<file path="src/dcc_regs.vh">
`ifndef DCC_REGS_VH
`define DCC_REGS_VH

// Register indexes; the byte address on the bus is four times the index
`define DCC_IDX_CONFIG 10'h330
`define DCC_IDX_EXTEND 10'h331
`define DCC_IDX_STATUS 10'h33f

`define DCC_CONFIG_RESET 8'h00
`define DCC_EXTEND_RESET 4'h0

// Fields of channel1_downconv_config
`define DCC_GAIN_BIT 6
`define DCC_IFMODE_HI 5
`define DCC_IFMODE_LO 4
`define DCC_C2R_BIT 3
`define DCC_PRIDEC_HI 2
`define DCC_PRIDEC_LO 0

// Field of channel1_decim_extension; bits [3:0] read as zero
`define DCC_SECDEC_HI 7
`define DCC_SECDEC_LO 4

// Fields of the status register
`define DCC_STAT_FACTOR_HI 5
`define DCC_STAT_FACTOR_LO 0
`define DCC_STAT_BADCODE_BIT 6
`define DCC_STAT_NOHALF_BIT 7

// IF mode codes
`define DCC_IF_VARIABLE 2'h0
`define DCC_IF_ZERO 2'h1
`define DCC_IF_FS 2'h2
`define DCC_IF_TEST 2'h3

// Primary decimation codes
`define DCC_PRI_HB12 3'h0
`define DCC_PRI_HB123 3'h1
`define DCC_PRI_HB1234 3'h2
`define DCC_PRI_HB1 3'h3
`define DCC_PRI_HB1_TB2 3'h4
`define DCC_PRI_HB12_TB2 3'h5
`define DCC_PRI_HB123_TB2 3'h6
`define DCC_PRI_EXT 3'h7

// Secondary decimation codes
`define DCC_SEC_TB2_HB1234 4'h0
`define DCC_SEC_FB_HB1 4'h2
`define DCC_SEC_FB_HB12 4'h3
`define DCC_SEC_FB_HB123 4'h4
`define DCC_SEC_TB1 4'h7
`define DCC_SEC_TB1_FB 4'h8
`define DCC_SEC_TB1_FB_HB2 4'h9

// Stage enable mask bits, also the chain position of each stage
`define DCC_M_TB1 7'h01
`define DCC_M_FB 7'h02
`define DCC_M_HB1 7'h04
`define DCC_M_HB2 7'h08
`define DCC_M_HB3 7'h10
`define DCC_M_HB4 7'h20
`define DCC_M_TB2 7'h40
`define DCC_STAGES 7

`define DCC_SAMPLE_W 16

`endif

</file>
<file path="src/dcc_decim_stage.v">
`timescale 1ns/10ps
`include "dcc_regs.vh"

// One decimation stage: keeps one sample of every FACTOR when switched on,
// otherwise passes every sample through with one cycle of latency.
// Filtering taps are not modelled here; only the rate change is.
module dcc_decim_stage #(
  parameter FACTOR = 2
) (
  input wire clock,
  input wire rst,
  input wire stageOn,
  input wire inValid,
  input wire [`DCC_SAMPLE_W-1:0] inI,
  input wire [`DCC_SAMPLE_W-1:0] inQ,
  output reg outValid,
  output reg [`DCC_SAMPLE_W-1:0] outI,
  output reg [`DCC_SAMPLE_W-1:0] outQ
);
  localparam integer LAST_I = FACTOR - 1;
  localparam [2:0] LAST = LAST_I[2:0];

  reg [2:0] phase;

  always @(posedge clock or posedge rst) begin
    if (rst) begin
      phase <= 3'h0;
      outValid <= 1'b0;
      outI <= 16'h0000;
      outQ <= 16'h0000;
    end else begin
      outValid <= 1'b0;
      if (!stageOn) begin
        // Restart the phase so a newly enabled stage starts cleanly
        phase <= 3'h0;
      end
      if (inValid) begin
        if (!stageOn || phase == 3'h0) begin
          outValid <= 1'b1;
          outI <= inI;
          outQ <= inQ;
        end
        if (stageOn) begin
          phase <= (phase == LAST) ? 3'h0 : phase + 3'h1;
        end
      end
    end
  end
endmodule

</file>
<file path="src/dcc_channel_config.v">
// Decided for this implementation: the Avalon-MM slave port.
`timescale 1ns/10ps
`include "dcc_regs.vh"

module dcc_channel_config (
  input wire clock,
  input wire rst,
  input wire [11:0] address,
  input wire read,
  input wire write,
  input wire [31:0] writedata,
  input wire [3:0] byteenable,
  output reg [31:0] readdata,
  output reg waitrequest,
  input wire inValid,
  input wire [`DCC_SAMPLE_W-1:0] inI,
  input wire [`DCC_SAMPLE_W-1:0] inQ,
  output reg outValid,
  output reg outQValid,
  output reg [`DCC_SAMPLE_W-1:0] outI,
  output reg [`DCC_SAMPLE_W-1:0] outQ,
  output reg ncoBypass,
  output reg testModeActive
);
  localparam W = `DCC_SAMPLE_W;

  reg [7:0] configReg;
  reg [3:0] secDecim;
  reg [`DCC_STAGES-1:0] stageMask;
  // Status shows the factor actually applied, after real-mode halving
  reg [5:0] effFactor;
  reg badCode;
  reg noHalf;
  reg [W-1:0] ramp;
  reg realPhase;

  reg [`DCC_STAGES-1:0] next_stageMask;
  reg [5:0] next_factor;
  reg next_halvable;
  reg next_badCode;
  reg [7:0] regValue;
  reg [W-1:0] sampleI;
  reg [W-1:0] sampleQ;

  wire request;
  wire [9:0] regIndex;
  wire aligned;
  wire gainOn;
  wire realOn;
  wire [1:0] ifMode;
  wire [2:0] priDecim;
  wire [W-1:0] stageInI;
  wire [W-1:0] stageInQ;
  // Samples between stages: slot 0 is the chain input, then one slot per stage output
  wire [`DCC_STAGES:0] chainValid;
  wire [(`DCC_STAGES+1)*W-1:0] chainI;
  wire [(`DCC_STAGES+1)*W-1:0] chainQ;
  wire [W-1:0] chainOutI;

  assign request = read | write;
  assign regIndex = address[11:2];
  assign aligned = (address[1:0] == 2'h0);
  assign gainOn = configReg[`DCC_GAIN_BIT];
  assign realOn = configReg[`DCC_C2R_BIT];
  assign ifMode = configReg[`DCC_IFMODE_HI:`DCC_IFMODE_LO];
  assign priDecim = configReg[`DCC_PRIDEC_HI:`DCC_PRIDEC_LO];

  // Doubling with saturation so a full-scale sample does not wrap
  function [W-1:0] doubleSat;
    input [W-1:0] x;
    begin
      if (x[W-1] != x[W-2]) begin
        doubleSat = x[W-1] ? 16'h8000 : 16'h7fff;
      end else begin
        doubleSat = {x[W-2:0], 1'b0};
      end
    end
  endfunction

  // Negation clipped at the most negative code, which has no positive twin
  function [W-1:0] negSat;
    input [W-1:0] x;
    begin
      if (x == 16'h8000) begin
        negSat = 16'h7fff;
      end else begin
        negSat = ~x + 16'h0001;
      end
    end
  endfunction

  // Filter chain decode. Factor is the complex-output decimation; real
  // output drops the first half-band where the chain allows it.
  always @* begin
    next_stageMask = 7'h00;
    next_factor = 6'h01;
    next_halvable = 1'b1;
    next_badCode = 1'b0;
    case (priDecim)
      `DCC_PRI_HB12: begin
        next_stageMask = `DCC_M_HB1 | `DCC_M_HB2;
        next_factor = 6'd4;
      end
      `DCC_PRI_HB123: begin
        next_stageMask = `DCC_M_HB1 | `DCC_M_HB2 | `DCC_M_HB3;
        next_factor = 6'd8;
      end
      `DCC_PRI_HB1234: begin
        next_stageMask = `DCC_M_HB1 | `DCC_M_HB2 | `DCC_M_HB3 | `DCC_M_HB4;
        next_factor = 6'd16;
      end
      `DCC_PRI_HB1: begin
        next_stageMask = `DCC_M_HB1;
        next_factor = 6'd2;
      end
      `DCC_PRI_HB1_TB2: begin
        next_stageMask = `DCC_M_HB1 | `DCC_M_TB2;
        next_factor = 6'd6;
      end
      `DCC_PRI_HB12_TB2: begin
        next_stageMask = `DCC_M_HB1 | `DCC_M_HB2 | `DCC_M_TB2;
        next_factor = 6'd12;
      end
      `DCC_PRI_HB123_TB2: begin
        next_stageMask = `DCC_M_HB1 | `DCC_M_HB2 | `DCC_M_HB3 | `DCC_M_TB2;
        next_factor = 6'd24;
      end
      `DCC_PRI_EXT: begin
        // Secondary field is looked at only on this code
        case (secDecim)
          `DCC_SEC_TB2_HB1234: begin
            next_stageMask = `DCC_M_TB2 | `DCC_M_HB4 | `DCC_M_HB3 | `DCC_M_HB2
              | `DCC_M_HB1;
            next_factor = 6'd48;
          end
          `DCC_SEC_FB_HB1: begin
            next_stageMask = `DCC_M_FB | `DCC_M_HB1;
            next_factor = 6'd10;
          end
          `DCC_SEC_FB_HB12: begin
            next_stageMask = `DCC_M_FB | `DCC_M_HB2 | `DCC_M_HB1;
            next_factor = 6'd20;
          end
          `DCC_SEC_FB_HB123: begin
            next_stageMask = `DCC_M_FB | `DCC_M_HB3 | `DCC_M_HB2 | `DCC_M_HB1;
            next_factor = 6'd40;
          end
          `DCC_SEC_TB1: begin
            next_stageMask = `DCC_M_TB1;
            next_factor = 6'd3;
            next_halvable = 1'b0;
          end
          `DCC_SEC_TB1_FB: begin
            next_stageMask = `DCC_M_TB1 | `DCC_M_FB;
            next_factor = 6'd15;
            next_halvable = 1'b0;
          end
          `DCC_SEC_TB1_FB_HB2: begin
            next_stageMask = `DCC_M_TB1 | `DCC_M_FB | `DCC_M_HB2;
            next_factor = 6'd30;
            next_halvable = 1'b0;
          end
          default: begin
            // Unlisted code: all stages bypassed and the status flags it
            next_stageMask = 7'h00;
            next_factor = 6'h01;
            next_halvable = 1'b0;
            next_badCode = 1'b1;
          end
        endcase
      end
      default: begin
        // Unreachable: every primary code is listed above
        next_stageMask = 7'h00;
        next_factor = 6'h01;
      end
    endcase
  end

  // Decoded chain is registered; a change takes effect one cycle after the write
  // Registering the decode keeps the long case off the stage enable path
  always @(posedge clock or posedge rst) begin
    if (rst) begin
      stageMask <= 7'h00;
      effFactor <= 6'h01;
      badCode <= 1'b0;
      noHalf <= 1'b0;
    end else begin
      badCode <= next_badCode;
      noHalf <= realOn & ~next_halvable & ~next_badCode;
      if (realOn && next_halvable) begin
        // Real output halves the rate by dropping the first half-band
        stageMask <= next_stageMask & ~`DCC_M_HB1;
        effFactor <= {1'b0, next_factor[5:1]};
      end else begin
        stageMask <= next_stageMask;
        effFactor <= next_factor;
      end
    end
  end

  // Register read mux
  // Unaligned or unmapped reads return zero rather than aliasing a register
  always @* begin
    regValue = 8'h00;
    if (aligned) begin
      case (regIndex)
        `DCC_IDX_CONFIG: regValue = configReg;
        `DCC_IDX_EXTEND: regValue = {secDecim, 4'h0};
        `DCC_IDX_STATUS: regValue = {noHalf, badCode, effFactor};
        default: regValue = 8'h00;
      endcase
    end
  end

  // Avalon slave: waitrequest drops for one cycle, one edge after the request
  // A registered answer costs one cycle per access but never glitches
  // Writes land on the edge at which the master sees waitrequest low
  always @(posedge clock or posedge rst) begin
    if (rst) begin
      waitrequest <= 1'b1;
      readdata <= 32'h00000000;
      configReg <= `DCC_CONFIG_RESET;
      secDecim <= `DCC_EXTEND_RESET;
    end else begin
      waitrequest <= 1'b1;
      if (request && waitrequest) begin
        waitrequest <= 1'b0;
        readdata <= read ? {24'h000000, regValue} : 32'h00000000;
      end
      if (write && !waitrequest && aligned && byteenable[0]) begin
        if (regIndex == `DCC_IDX_CONFIG) begin
          configReg <= writedata[7:0];
        end
        if (regIndex == `DCC_IDX_EXTEND) begin
          secDecim <= writedata[`DCC_SECDEC_HI:`DCC_SECDEC_LO];
        end
      end
    end
  end

  // Test mode replaces the converter samples with a ramp
  // The ramp steps only on input strobes, so it follows the sample rate
  always @(posedge clock or posedge rst) begin
    if (rst) begin
      ramp <= 16'h0000;
      ncoBypass <= 1'b0;
      testModeActive <= 1'b0;
    end else begin
      if (inValid) begin
        ramp <= ramp + 16'h0001;
      end
      // Mixing at 0 Hz or at the sample rate leaves the samples unrotated
      ncoBypass <= (ifMode == `DCC_IF_ZERO) || (ifMode == `DCC_IF_FS);
      testModeActive <= (ifMode == `DCC_IF_TEST);
    end
  end

  // Test samples enter ahead of the chain so they see the same decimation
  always @* begin
    sampleI = inI;
    sampleQ = inQ;
    if (ifMode == `DCC_IF_TEST) begin
      sampleI = ramp;
      sampleQ = ~ramp;
    end
  end

  assign stageInI = sampleI;
  assign stageInQ = sampleQ;
  assign chainValid[0] = inValid;
  assign chainI[W-1:0] = stageInI;
  assign chainQ[W-1:0] = stageInQ;

  // Chain order TB1, FB, HB1 to HB4, TB2; position g matches the mask bit
  // A stage that is off still costs one cycle, so latency never depends on mode
  genvar g;
  generate
    for (g = 0; g < `DCC_STAGES; g = g + 1) begin : stage
      dcc_decim_stage #(
        .FACTOR((g == 0 || g == 6) ? 3 : (g == 1) ? 5 : 2)
      ) u_stage (
        .clock(clock),
        .rst(rst),
        .stageOn(stageMask[g]),
        .inValid(chainValid[g]),
        .inI(chainI[g*W +: W]),
        .inQ(chainQ[g*W +: W]),
        .outValid(chainValid[g+1]),
        .outI(chainI[(g+1)*W +: W]),
        .outQ(chainQ[(g+1)*W +: W])
      );
    end
  endgenerate

  // Gain sits after decimation, where the word rate is lowest
  assign chainOutI = gainOn ? doubleSat(chainI[`DCC_STAGES*W +: W]) :
    chainI[`DCC_STAGES*W +: W];

  // Output stage: gain, then complex or real delivery
  // realPhase restarts whenever real mode is left, so the first real sample keeps its sign
  always @(posedge clock or posedge rst) begin
    if (rst) begin
      outValid <= 1'b0;
      outQValid <= 1'b0;
      outI <= 16'h0000;
      outQ <= 16'h0000;
      realPhase <= 1'b0;
    end else begin
      outValid <= chainValid[`DCC_STAGES];
      outQValid <= chainValid[`DCC_STAGES] & ~realOn;
      if (!realOn) begin
        realPhase <= 1'b0;
      end
      if (chainValid[`DCC_STAGES]) begin
        if (realOn) begin
          // Alternate sign gives the extra sample-rate mix
          outI <= realPhase ? negSat(chainOutI) : chainOutI;
          outQ <= 16'h0000;
          realPhase <= ~realPhase;
        end else begin
          outI <= chainOutI;
          outQ <= gainOn ? doubleSat(chainQ[`DCC_STAGES*W +: W]) :
            chainQ[`DCC_STAGES*W +: W];
        end
      end
    end
  end
endmodule

</file>
<file path="config.mk">
export PLATFORM = sky130hd
export DESIGN_NAME = dcc_channel_config
export DESIGN_NICKNAME = d
export VERILOG_FILES = /design/src/dcc_decim_stage.v /design/src/dcc_channel_config.v
export VERILOG_INCLUDE_DIRS = /design/src
export SDC_FILE = /design/constraint.sdc
export NUM_CORES = 1
export LEC_CHECK = 0
export ABC_AREA = 1
export BUFFER_PORTS_ARGS = -buffer_cell sky130_fd_sc_hd__buf_2
export CORE_MARGIN = 1.5
export CORE_UTILIZATION = 45
export DETAILED_ROUTE_END_ITERATION = 12
export PLACE_DENSITY = 0.66
export SKIP_CTS_REPAIR_TIMING = 1
export SLEW_MARGIN = 20
export SYNTH_ARGS = -nofsm -noshare
export SYNTH_HDL_FRONTEND = slang
export SYNTH_SLANG_ARGS = --single-unit
</file>
<file path="constraint.sdc">
create_clock -name clock -period 9.7 [get_ports clock]
set_input_delay 0 -clock clock [delete_from_list [all_inputs] [get_ports clock]]
set_output_delay 0 -clock clock [all_outputs]
set_load 0.01 [all_outputs]
</file>
==> impl_metrics.py, run 1 <==
metrics = {
    "outcome": {
        "status": "complete, no violations",
    },
    "synth": {
        "ys.warnings.count": 0,
        "yosysMostFrequentCell": "nand2_1",
        "synth_area_leaders": "dfrtp_1 (57%), nand2_1 (14%), o21ai_0 (7.5%)",
        "avgSynthCellArea_um2": 8.713,
        "async_flop_share": 1.000,
        "yosysUniqueCellTypes": 50,
        "yosys.area.top_type": "dfrtp_1",
        "synthTopCellsByCount": "nand2_1 (565), dfrtp_1 (339), o21ai_0 (221)",
        "synth-edff-count": 0,
        "seq_area_frac_synth": 0.5776,
        "ys_ff_latch": 341,
        "netlist_instances": 1696,
        "syn_area_mm2": 0.01478,
        "synth-main-ff-cell": "dfrtp_1",
        "synth_top_area_share": 0.5741,
    },
    "routing": {
        "dr_total_vias": 10844,
        "vias_per_cell": 4.744,
        "drtPass1Iterations": 5,
        "ant_nets": 0,
        "drcViolationCount": 0,
        "first_iter_violations": 624,
        "wl_um": 28010,
        "avgRoutedWirePerCell_um": 12.25,
    },
    "clock_network": {
        "clk_pin_slew_ps": 60,
        "htree_levels": 2,
        "clk-insertion-delay-late_ps": 490,
        "cts_sinks": 341,
        "clock_tree.buffer_depth": 3,
        "cts_tree": "yes",
        "root_buffer": "clkbuf_16",
        "cts_buffers": 37,
    },
    "sta": {
        "relSlewSlack": 0.3685,
        "hold_violations": 0,
        "setup_violations": 0,
        "timing.final.crit_share": 0.3024,
        "layout_setup_ws_ps": 6766,
        "fin_setup_tns_ps": 0,
        "finalCriticalPeriod_ps": 2934,
        "rsz0062_at_grt": "no",
        "slew_viol_final": 0,
        "fmax_mhz": 340.9,
        "finClkSkew_ps": 7.761,
        "worst_pin_slew_ps": 943.7,
    },
    "floorplan": {
        "initial_utilization": 0.4553,
        "coreArea_mm2": 0.03245,
        "rows": 66,
        "die-height_um": 184.2,
        "io_pins": 154,
        "die_w_um": 184.2,
        "dieArea_mm2": 0.03393,
    },
    "grt": {
        "grt_max_degree": 128,
        "gr-usage-met2": 0.2553,
        "grt_util_met1": 0.2492,
        "antenna_found_initial": 0,
        "grt_busiest_layer": "met2",
        "grt-ovfl-total": 0,
        "grt_util_all_layers": 0.1674,
        "first_global_vias": 9949,
        "use_met3": 0.02509,
        "grt_pass1_wl_um": 47550,
    },
    "setup_path": {
        "worst-setup-path-type": "reg -> reg",
        "critPathCaptureType": "flop",
        "arrival_ps": 3310,
        "regToRegSetupSlack_ps": 6770,
        "cp-start-kind": "flop",
        "required_ps": 10080,
        "cp_max_fo": 16,
    },
    "power": {
        "p_leak_uw": 0.008711,
        "ir_drop_mv": 0.1641,
        "cellPowerDensity_mw_per_mm2": 243.8,
    },
    "place": {
        "pre_cts_slack_ps": 6735,
        "dpl.hpwl_um": 18710,
        "place_congestion": 0.8550,
        "io_buffers": 102,
    },
    "finish": {
        "area_growth_pct": 15.76,
        "final_nets": 1919,
        "diodes": 0,
        "drive_above_1_share": 0.1123,
        "final_util": 0.5271,
        "fillCellCount": 3023,
    },
    "job": {
        "max_cap_violations": 0,
    },
    "hold_path": {
        "holdCritPathClass": "in -> reg",
    },
}
## sequential cells by signal (all words and copies together) (netlist names)
| signal | count |
|---|---|
| badCode | 1 |
| configReg | 8 |
| effFactor | 6 |
| ncoBypass | 1 |
| noHalf | 1 |
| outI | 16 |
| outQ | 16 |
| outQValid | 1 |
| outValid | 1 |
| ramp | 16 |
| readdata | 8 |
| realPhase | 1 |
| secDecim | 4 |
| stage.u_stage.outI | 112 |
| stage.u_stage.outQ | 112 |
| stage.u_stage.outValid | 7 |
| stage.u_stage.phase | 21 |
| stageMask | 7 |
| testModeActive | 1 |
| waitrequest | 1 |
## metal layers
layer  share of wire  routed length, um
met5               0                  0
met4           0.019                544
met3           0.049               1360
met2            0.44              12260
met1            0.49              13850
## cell families after synthesis
group	synth area share
AND/OR/NAND/NOR	0.1948
XOR/XNOR	0.01304
buffers and inverters	0.08273
AO/OA/AOI/OAI	0.1192
multiplexers	0.003048
flip-flops	0.5776
other	0.0002538
adder cells (fa/ha/maj)	0.009314
## placed cells by master (no fill, tap or decap), drive strengths merged, types with 2 or more instances in the layout
cell type / instances
a211oi: 2
clkbuf: 50
or2: 15
inv: 198
a22o: 3
dlygate4sd3: 47
o31ai: 3
xor2: 15
o221ai: 15
a21boi: 4
nand3b: 4
nor3: 15
buf: 112
dfrtp: 339
clkinv: 8
conb: 24
ha: 11
o21ai: 225
dfstp: 2
xnor2: 7
nand3: 33
nor4: 3
nand4: 10
mux2: 4
o211ai: 21
nand2: 571
nor2: 63
a21oi: 30
## power by group
part	internal, uW	leakage [uW]	switching (uW)
Clock	761	0.000547	524
Sequential	1780	0.00444	188
Combinational	346	0.00372	572
Total	2890	0.00871	1280
## layout make-up
cell class / instances / area, um^2 / share of cell area
Tap cell: 442 / 553.0 / 0.03233
Multi-Input combinational cell: 1086 / 5107 / 0.2986
Sequential cell: 341 / 8536 / 0.4990
Timing Repair Buffer: 159 / 1056 / 0.06174
Clock inverter: 10 / 77.57 / 0.004535
Inverter: 198 / 750.7 / 0.04389
Clock buffer: 50 / 1025 / 0.05991
## per-stage QoR
step	cells	instance area [um^2]	hold slack [ps]	power (uW)
after floorplan	1719	14860	150.4	2663
after detailed placement	2179	15530	240.7	2901
after global routing	2286	17110	61.19	4473
after CTS	2239	16630	-274.3	4207
after global placement	2179	15530	235.9	2864
final	2286	17110	14.75	4171
## critical path, cell delays in order (launching register included)
cell      delay (ps)
dfrtp_1          390
inv_1             80
ha_1             480
inv_1            180
nand2_4          110
nand2_1           90
a21boi_0         120
ha_1             250
nand2_1           90
nor2_1            70
nand2_2          110
nor2_4            50
a21oi_2          560
nand2_1           90
o21ai_0          100
inv_1             50
## worst paths after layout
check,cells past startpoint,start,to
max,15,stage[6].u_stage.outI[14],outI[6]
min,4,address[1],secDecim[0]
max reg2reg,15,stage[6].u_stage.outI[14],outI[6]
min reg2reg,1,realPhase,realPhase
max in group asynchronous,5,rst,outQ[13]
min in group asynchronous,3,rst,testModeActive
No activity file was read; power rests on OpenSTA's default activity.
==> run 2: changes to the inputs <==
==> constraint.sdc (replaced) <==
create_clock -name clock -period 2.58 [get_ports clock]
set_input_delay 0 -clock clock [delete_from_list [all_inputs] [get_ports clock]]
set_output_delay 0 -clock clock [all_outputs]
set_load 0.01 [all_outputs]
==> run 2 against run 1 <==
The run now ends with negative hold slack left. Clock power rose to 4.2 times the previous value. Cell count up 1.4%. Register-to-register slack worse by 6500 ps. Sequential share of layout area down 1.2 points. Maximum frequency up 28%. Clock-buffer cell count up 8. Largest power group unchanged.
==> impl_metrics.py, run 2 (same netlist as run 1, synthesis figures left out) <==
metrics = {
    "outcome": {
        "status": "complete, but fails checks",
        "violations": "negative hold slack",
    },
    "floorplan": {
        "io_pins": 154,
        "initial_utilization": 0.4553,
        "dieArea_mm2": 0.03393,
        "die-height_um": 184.2,
        "die_w_um": 184.2,
        "coreArea_mm2": 0.03245,
        "rows": 66,
    },
    "routing": {
        "avgRoutedWirePerCell_um": 12.76,
        "dr_total_vias": 10981,
        "ant_nets": 0,
        "drtPass1Iterations": 5,
        "first_iter_violations": 562,
        "wl_um": 29570,
        "vias_per_cell": 4.739,
        "drcViolationCount": 0,
    },
    "finish": {
        "final_nets": 1946,
        "final_util": 0.5401,
        "diodes": 0,
        "drive_above_1_share": 0.1259,
        "area_growth_pct": 18.62,
        "final_cell_mix": "nand2_1 (565), dfrtp_1 (339), o21ai_0 (221)",
        "layout_commonest_cell": "nand2_1",
        "top_regs": "stage.u_stage.outI (112), stage.u_stage.outQ (112), stage.u_stage.phase (21)",
    },
    "power": {
        "cellPowerDensity_mw_per_mm2": 943.8,
        "p_leak_uw": 0.008927,
        "ir_drop_mv": 0.5110,
    },
    "hold_path": {
        "holdCritPathClass": "in -> reg",
    },
    "setup_path": {
        "r2r-end": "outI[6]",
        "r2r-start": "stage[6].u_stage.outI[14]",
        "required_ps": 3020,
        "cp_max_fo": 11,
        "worst-setup-path-type": "reg -> reg",
        "regToRegSetupSlack_ps": 290,
        "arrival_ps": 2730,
        "endpoint": "outI[6]",
        "critPathCaptureType": "flop",
        "cp-start-kind": "flop",
        "startpoint": "stage[6].u_stage.outI[14]",
        "rr_worst_depth": 16,
    },
    "place": {
        "dpl.hpwl_um": 20010,
        "io_buffers": 102,
        "place_congestion": 0.8609,
    },
    "sta": {
        "hold_slack_ps": -4.031,
        "relSlewSlack": 0.4661,
        "slew_viol_final": 0,
        "fin_setup_tns_ps": 0,
        "worst_pin_slew_ps": 798.9,
        "timing.final.crit_share": 0.8876,
        "setup_violations": 0,
        "finClkSkew_ps": 15.61,
        "hold_violations": 2,
        "rsz0062_at_grt": "no",
        "finalCriticalPeriod_ps": 2290,
        "fmax_mhz": 436.7,
    },
    "clock_network": {
        "cts_sinks": 341,
        "cts_tree": "yes",
        "clock_tree.buffer_depth": 3,
        "cts_buffers": 38,
        "htree_levels": 2,
        "root_buffer": "clkbuf_16",
        "clk-insertion-delay-late_ps": 520,
        "clk_pin_slew_ps": 60,
    },
    "grt": {
        "first_global_vias": 10497,
        "grt-ovfl-total": 0,
        "grt_util_all_layers": 0.1787,
        "grt_max_degree": 71,
        "antenna_found_initial": 0,
        "grt_pass1_wl_um": 50150,
    },
    "job": {
        "max_cap_violations": 0,
    },
}
==> run 2: layer usage <==
| metal | vias to the layer above | track usage | wire, um |
|---|---|---|---|
| met5 | - | 0 | 0 |
| met4 | 0 | 0.05180 | 621 |
| met3 | 49 | 0.02806 | 1304 |
| met2 | 203 | 0.2820 | 13390 |
| met1 | 5085 | 0.2556 | 14250 |
| li1 | 5644 | - | - |
==> run 2: power breakdown <==
part	switching (uW)	internal, uW	leakage (uW)	total [uW]
registers	693	6690	0.00444	7390
clock network	2030	3430	0.000622	5460
logic	2260	1440	0.00386	3700
==> run 2: how the worst min path moves through the flow <==
stage | start | end | cells past startpoint
after floorplan | writedata[2] | configReg[2] | 1
after global placement | rst | testModeActive | 2
after detailed placement | rst | testModeActive | 2
after CTS | rst | testModeActive | 2
after global routing | address[11] | configReg[5] | 4
final | address[11] | configReg[5] | 4
==> run 2: cell type report <==
class | count | area, um^2
Multi-Input combinational cell | 1086 | 5109
Fill cell | 3009 | 14930
Sequential cell | 341 | 8536
Clock buffer | 58 | 1137
Clock inverter | 7 | 145.1
Inverter | 198 | 747.0
Tap cell | 442 | 553.0
Timing Repair Buffer | 185 | 1301
==> run 2: worst max-delay path: stages, from the launching register on <==
cell	delay [ps]
dfrtp_1	350
inv_1	60
ha_1	330
inv_1	80
nand2_4	60
nand2_1	70
a21boi_2	160
ha_1	190
nand2_1	70
nor2_1	160
nand2_2	100
nor2_4	130
a21oi_2	60
buf_4	210
nand2_1	70
o21ai_0	80
inv_1	60
==> run 2: stage by stage <==
stage	instances	total power (uW)	instance area (um^2)	hold slack [ps]	setup WS, ps
after floorplan	1719	10010	14870	150.4	-1979
after global placement	2205	10970	15770	179.8	283.8
after detailed placement	2205	11130	15770	175.9	174.9
after CTS	2270	16670	17050	-379.8	161.7
after global routing	2317	17700	17530	24.22	32.16
final	2317	16540	17530	-4.031	290.1
==> run 3: changes to the inputs <==
--- a/config.mk
+++ b/config.mk
@@ -11,6 +11,7 @@
 export CORE_MARGIN = 1.5
 export CORE_UTILIZATION = 45
 export DETAILED_ROUTE_END_ITERATION = 12
+export GPL_TIMING_DRIVEN = 0
 export PLACE_DENSITY = 0.66
 export SKIP_CTS_REPAIR_TIMING = 1
 export SLEW_MARGIN = 20
==> run 3 against run 2 <==
The run now ends clean. Non-clock buffer count rose by 75. Final area rose by 2.8%. Global-route usage rose by 0.79 points. Worst setup slack got worse by 130 ps. Cell count rose by 3.2%. Clock power barely moved. Critical path depth fell by 1. Critical endpoint is now outI[7]. Die area did not move. Power rose by 0.97%. Largest cell class unchanged. Maximum frequency fell by 5.5%. Utilization rose by 1.5 points. Routed wire length rose by 4.7%.
==> impl_metrics.py, run 3 (same netlist as run 1, synthesis figures left out) <==
metrics = {
    "outcome": {
        "status": "complete, no violations",
    },
    "finish": {
        "drive_above_1_share": 0.1333,
        "final_nets": 2020,
        "multiInputGateArea_mm2": 0.005136,
        "diodes": 0,
        "final_cells": 2392,
        "final_area_mm2": 0.01802,
        "fillCellCount": 2925,
        "top_regs": "stage.u_stage.outI (112), stage.u_stage.outQ (112), stage.u_stage.phase (21)",
        "area_growth_pct": 21.98,
        "layout_commonest_cell": "nand2_1",
        "final_cell_mix": "nand2_1 (562), dfrtp_1 (339), o21ai_0 (221)",
        "regArea_mm2": 0.008536,
    },
    "power": {
        "comb_power_share": 0.229,
        "p_switching_uw": 5132,
        "switching_share": 0.3073,
        "p_int_uw": 11570,
        "cellPowerDensity_mw_per_mm2": 926.7,
        "p_leak_uw": 0.009175,
        "pwr-share-seq": 0.443,
        "ir_drop_mv": 0.5528,
        "clock_power_share": 0.328,
    },
    "setup_path": {
        "rr_worst_depth": 15,
        "regToRegSetupSlack_ps": 160,
        "worst-setup-path-type": "reg -> reg",
        "r2r-start": "stage[6].u_stage.outI[14]",
        "cp-start-kind": "flop",
        "required_ps": 3020,
        "r2r-end": "outI[7]",
        "arrival_ps": 2870,
        "cp_max_fo": 10,
        "critPathCaptureType": "flop",
    },
    "floorplan": {
        "initial_utilization": 0.4553,
        "io_pins": 154,
        "die-height_um": 184.2,
        "die_w_um": 184.2,
        "rows": 66,
        "coreArea_mm2": 0.03245,
        "dieArea_mm2": 0.03393,
    },
    "place": {
        "dpl.hpwl_um": 22420,
        "placed_area_mm2": 0.01619,
        "io_buffers": 101,
        "place_congestion": 0.8843,
        "dp.cells": 2274,
    },
    "routing": {
        "avgRoutedWirePerCell_um": 12.95,
        "vias_per_cell": 4.735,
        "drcViolationCount": 0,
        "ant_nets": 0,
        "drtPass1Iterations": 4,
        "wl_um": 30970,
        "dr_total_vias": 11325,
        "first_iter_violations": 685,
    },
    "sta": {
        "setup_violations": 0,
        "hold_slack_ps": 7.528,
        "relSlewSlack": 0.4877,
        "fin_setup_tns_ps": 0,
        "slew_viol_final": 0,
        "worst_pin_slew_ps": 762.5,
        "finClkSkew_ps": 11.91,
        "hold_violations": 0,
        "finalCriticalPeriod_ps": 2423,
        "timing.final.crit_share": 0.9391,
        "fmax_mhz": 412.7,
    },
    "grt": {
        "grt_util_all_layers": 0.1867,
        "grt_pass1_wl_um": 52360,
        "antenna_found_initial": 0,
        "grt_util_met1": 0.2482,
        "first_global_vias": 10993,
        "grt_max_degree": 36,
        "grt-ovfl-total": 0,
        "use_met3": 0.02746,
        "grt_busiest_layer": "met2",
        "gr-usage-met2": 0.3168,
    },
    "clock_network": {
        "clk-insertion-delay-late_ps": 510,
        "cts_tree": "yes",
        "clk_pin_slew_ps": 60,
        "cts_buffers": 37,
        "htree_levels": 2,
        "cts_sinks": 341,
        "root_buffer": "clkbuf_16",
        "clock_tree.buffer_depth": 3,
    },
    "hold_path": {
        "worstHoldStart": "address[1]",
        "holdPathEnd": "readdata[5]",
        "holdPathStages": 6,
        "holdCritPathClass": "in -> reg",
    },
    "job": {
        "max_cap_violations": 0,
    },
}
[run 3: layout make-up]
type / count / share of cell area
buffer: 94 / 0.02679
tap: 442 / 0.03068
clock buffer: 50 / 0.06088
sequential: 341 / 0.4736
inverter: 198 / 0.04144
timing repair buffer: 166 / 0.07136
multi-input combinational: 1086 / 0.2850
clock inverter: 15 / 0.01034
[run 3: how the worst max path moves through the flow]
stage | from | endpoint | slack [ps] | cells past startpoint
after floorplan | rst | badCode | -1980 | 1
final | stage[6].u_stage.outI[14] | outI[7] | 160 | 15
after CTS | stage[6].u_stage.outI[14] | outI[15] | -160 | 16
after detailed placement | stage[6].u_stage.outI[14] | outI[15] | -140 | 16
after global routing | stage[6].u_stage.outI[14] | outI[15] | -20 | 16
after global placement | rst | outQ[6] | -3830 | 2
[run 3: routing by layer]
layer	up-vias	routed length (um)
li1	5804	-
met1	5219	14100
met2	244	14790
met3	58	1300
met4	0	774
met5	-	0
[run 3: critical path, stage by stage (launching register included)]
cell,delay [ps]
dfrtp_1,340
inv_1,60
ha_1,280
buf_4,160
buf_6,140
nand2_1,50
nand2_1,80
a21boi_2,180
ha_2,210
nand2_2,70
nor2_4,160
nand2_4,80
nor2_4,110
a21oi_2,80
buf_2,190
a21oi_2,140
[run 3: per-stage QoR]
step                      utilization  worst slack, ps  power, uW
after CTS                      0.5384           -158.0      16660
after global routing           0.5554           -21.74      17860
after floorplan                     -            -1979      10010
final                          0.5554            157.0      16700
after global placement         0.4907            -3828      10930
after detailed placement       0.4988           -139.3      11110
[run 3: power groups by stage]
stage / clock network [uW] / registers, uW / logic, uW
global route: 5850 / 7560 / 4450
floorplan: 0 / 7450 / 2570
global placement: 0 / 7450 / 3470
CTS: 5590 / 7410 / 3660
finish: 5490 / 7390 / 3830
detailed placement: 0 / 7490 / 3620
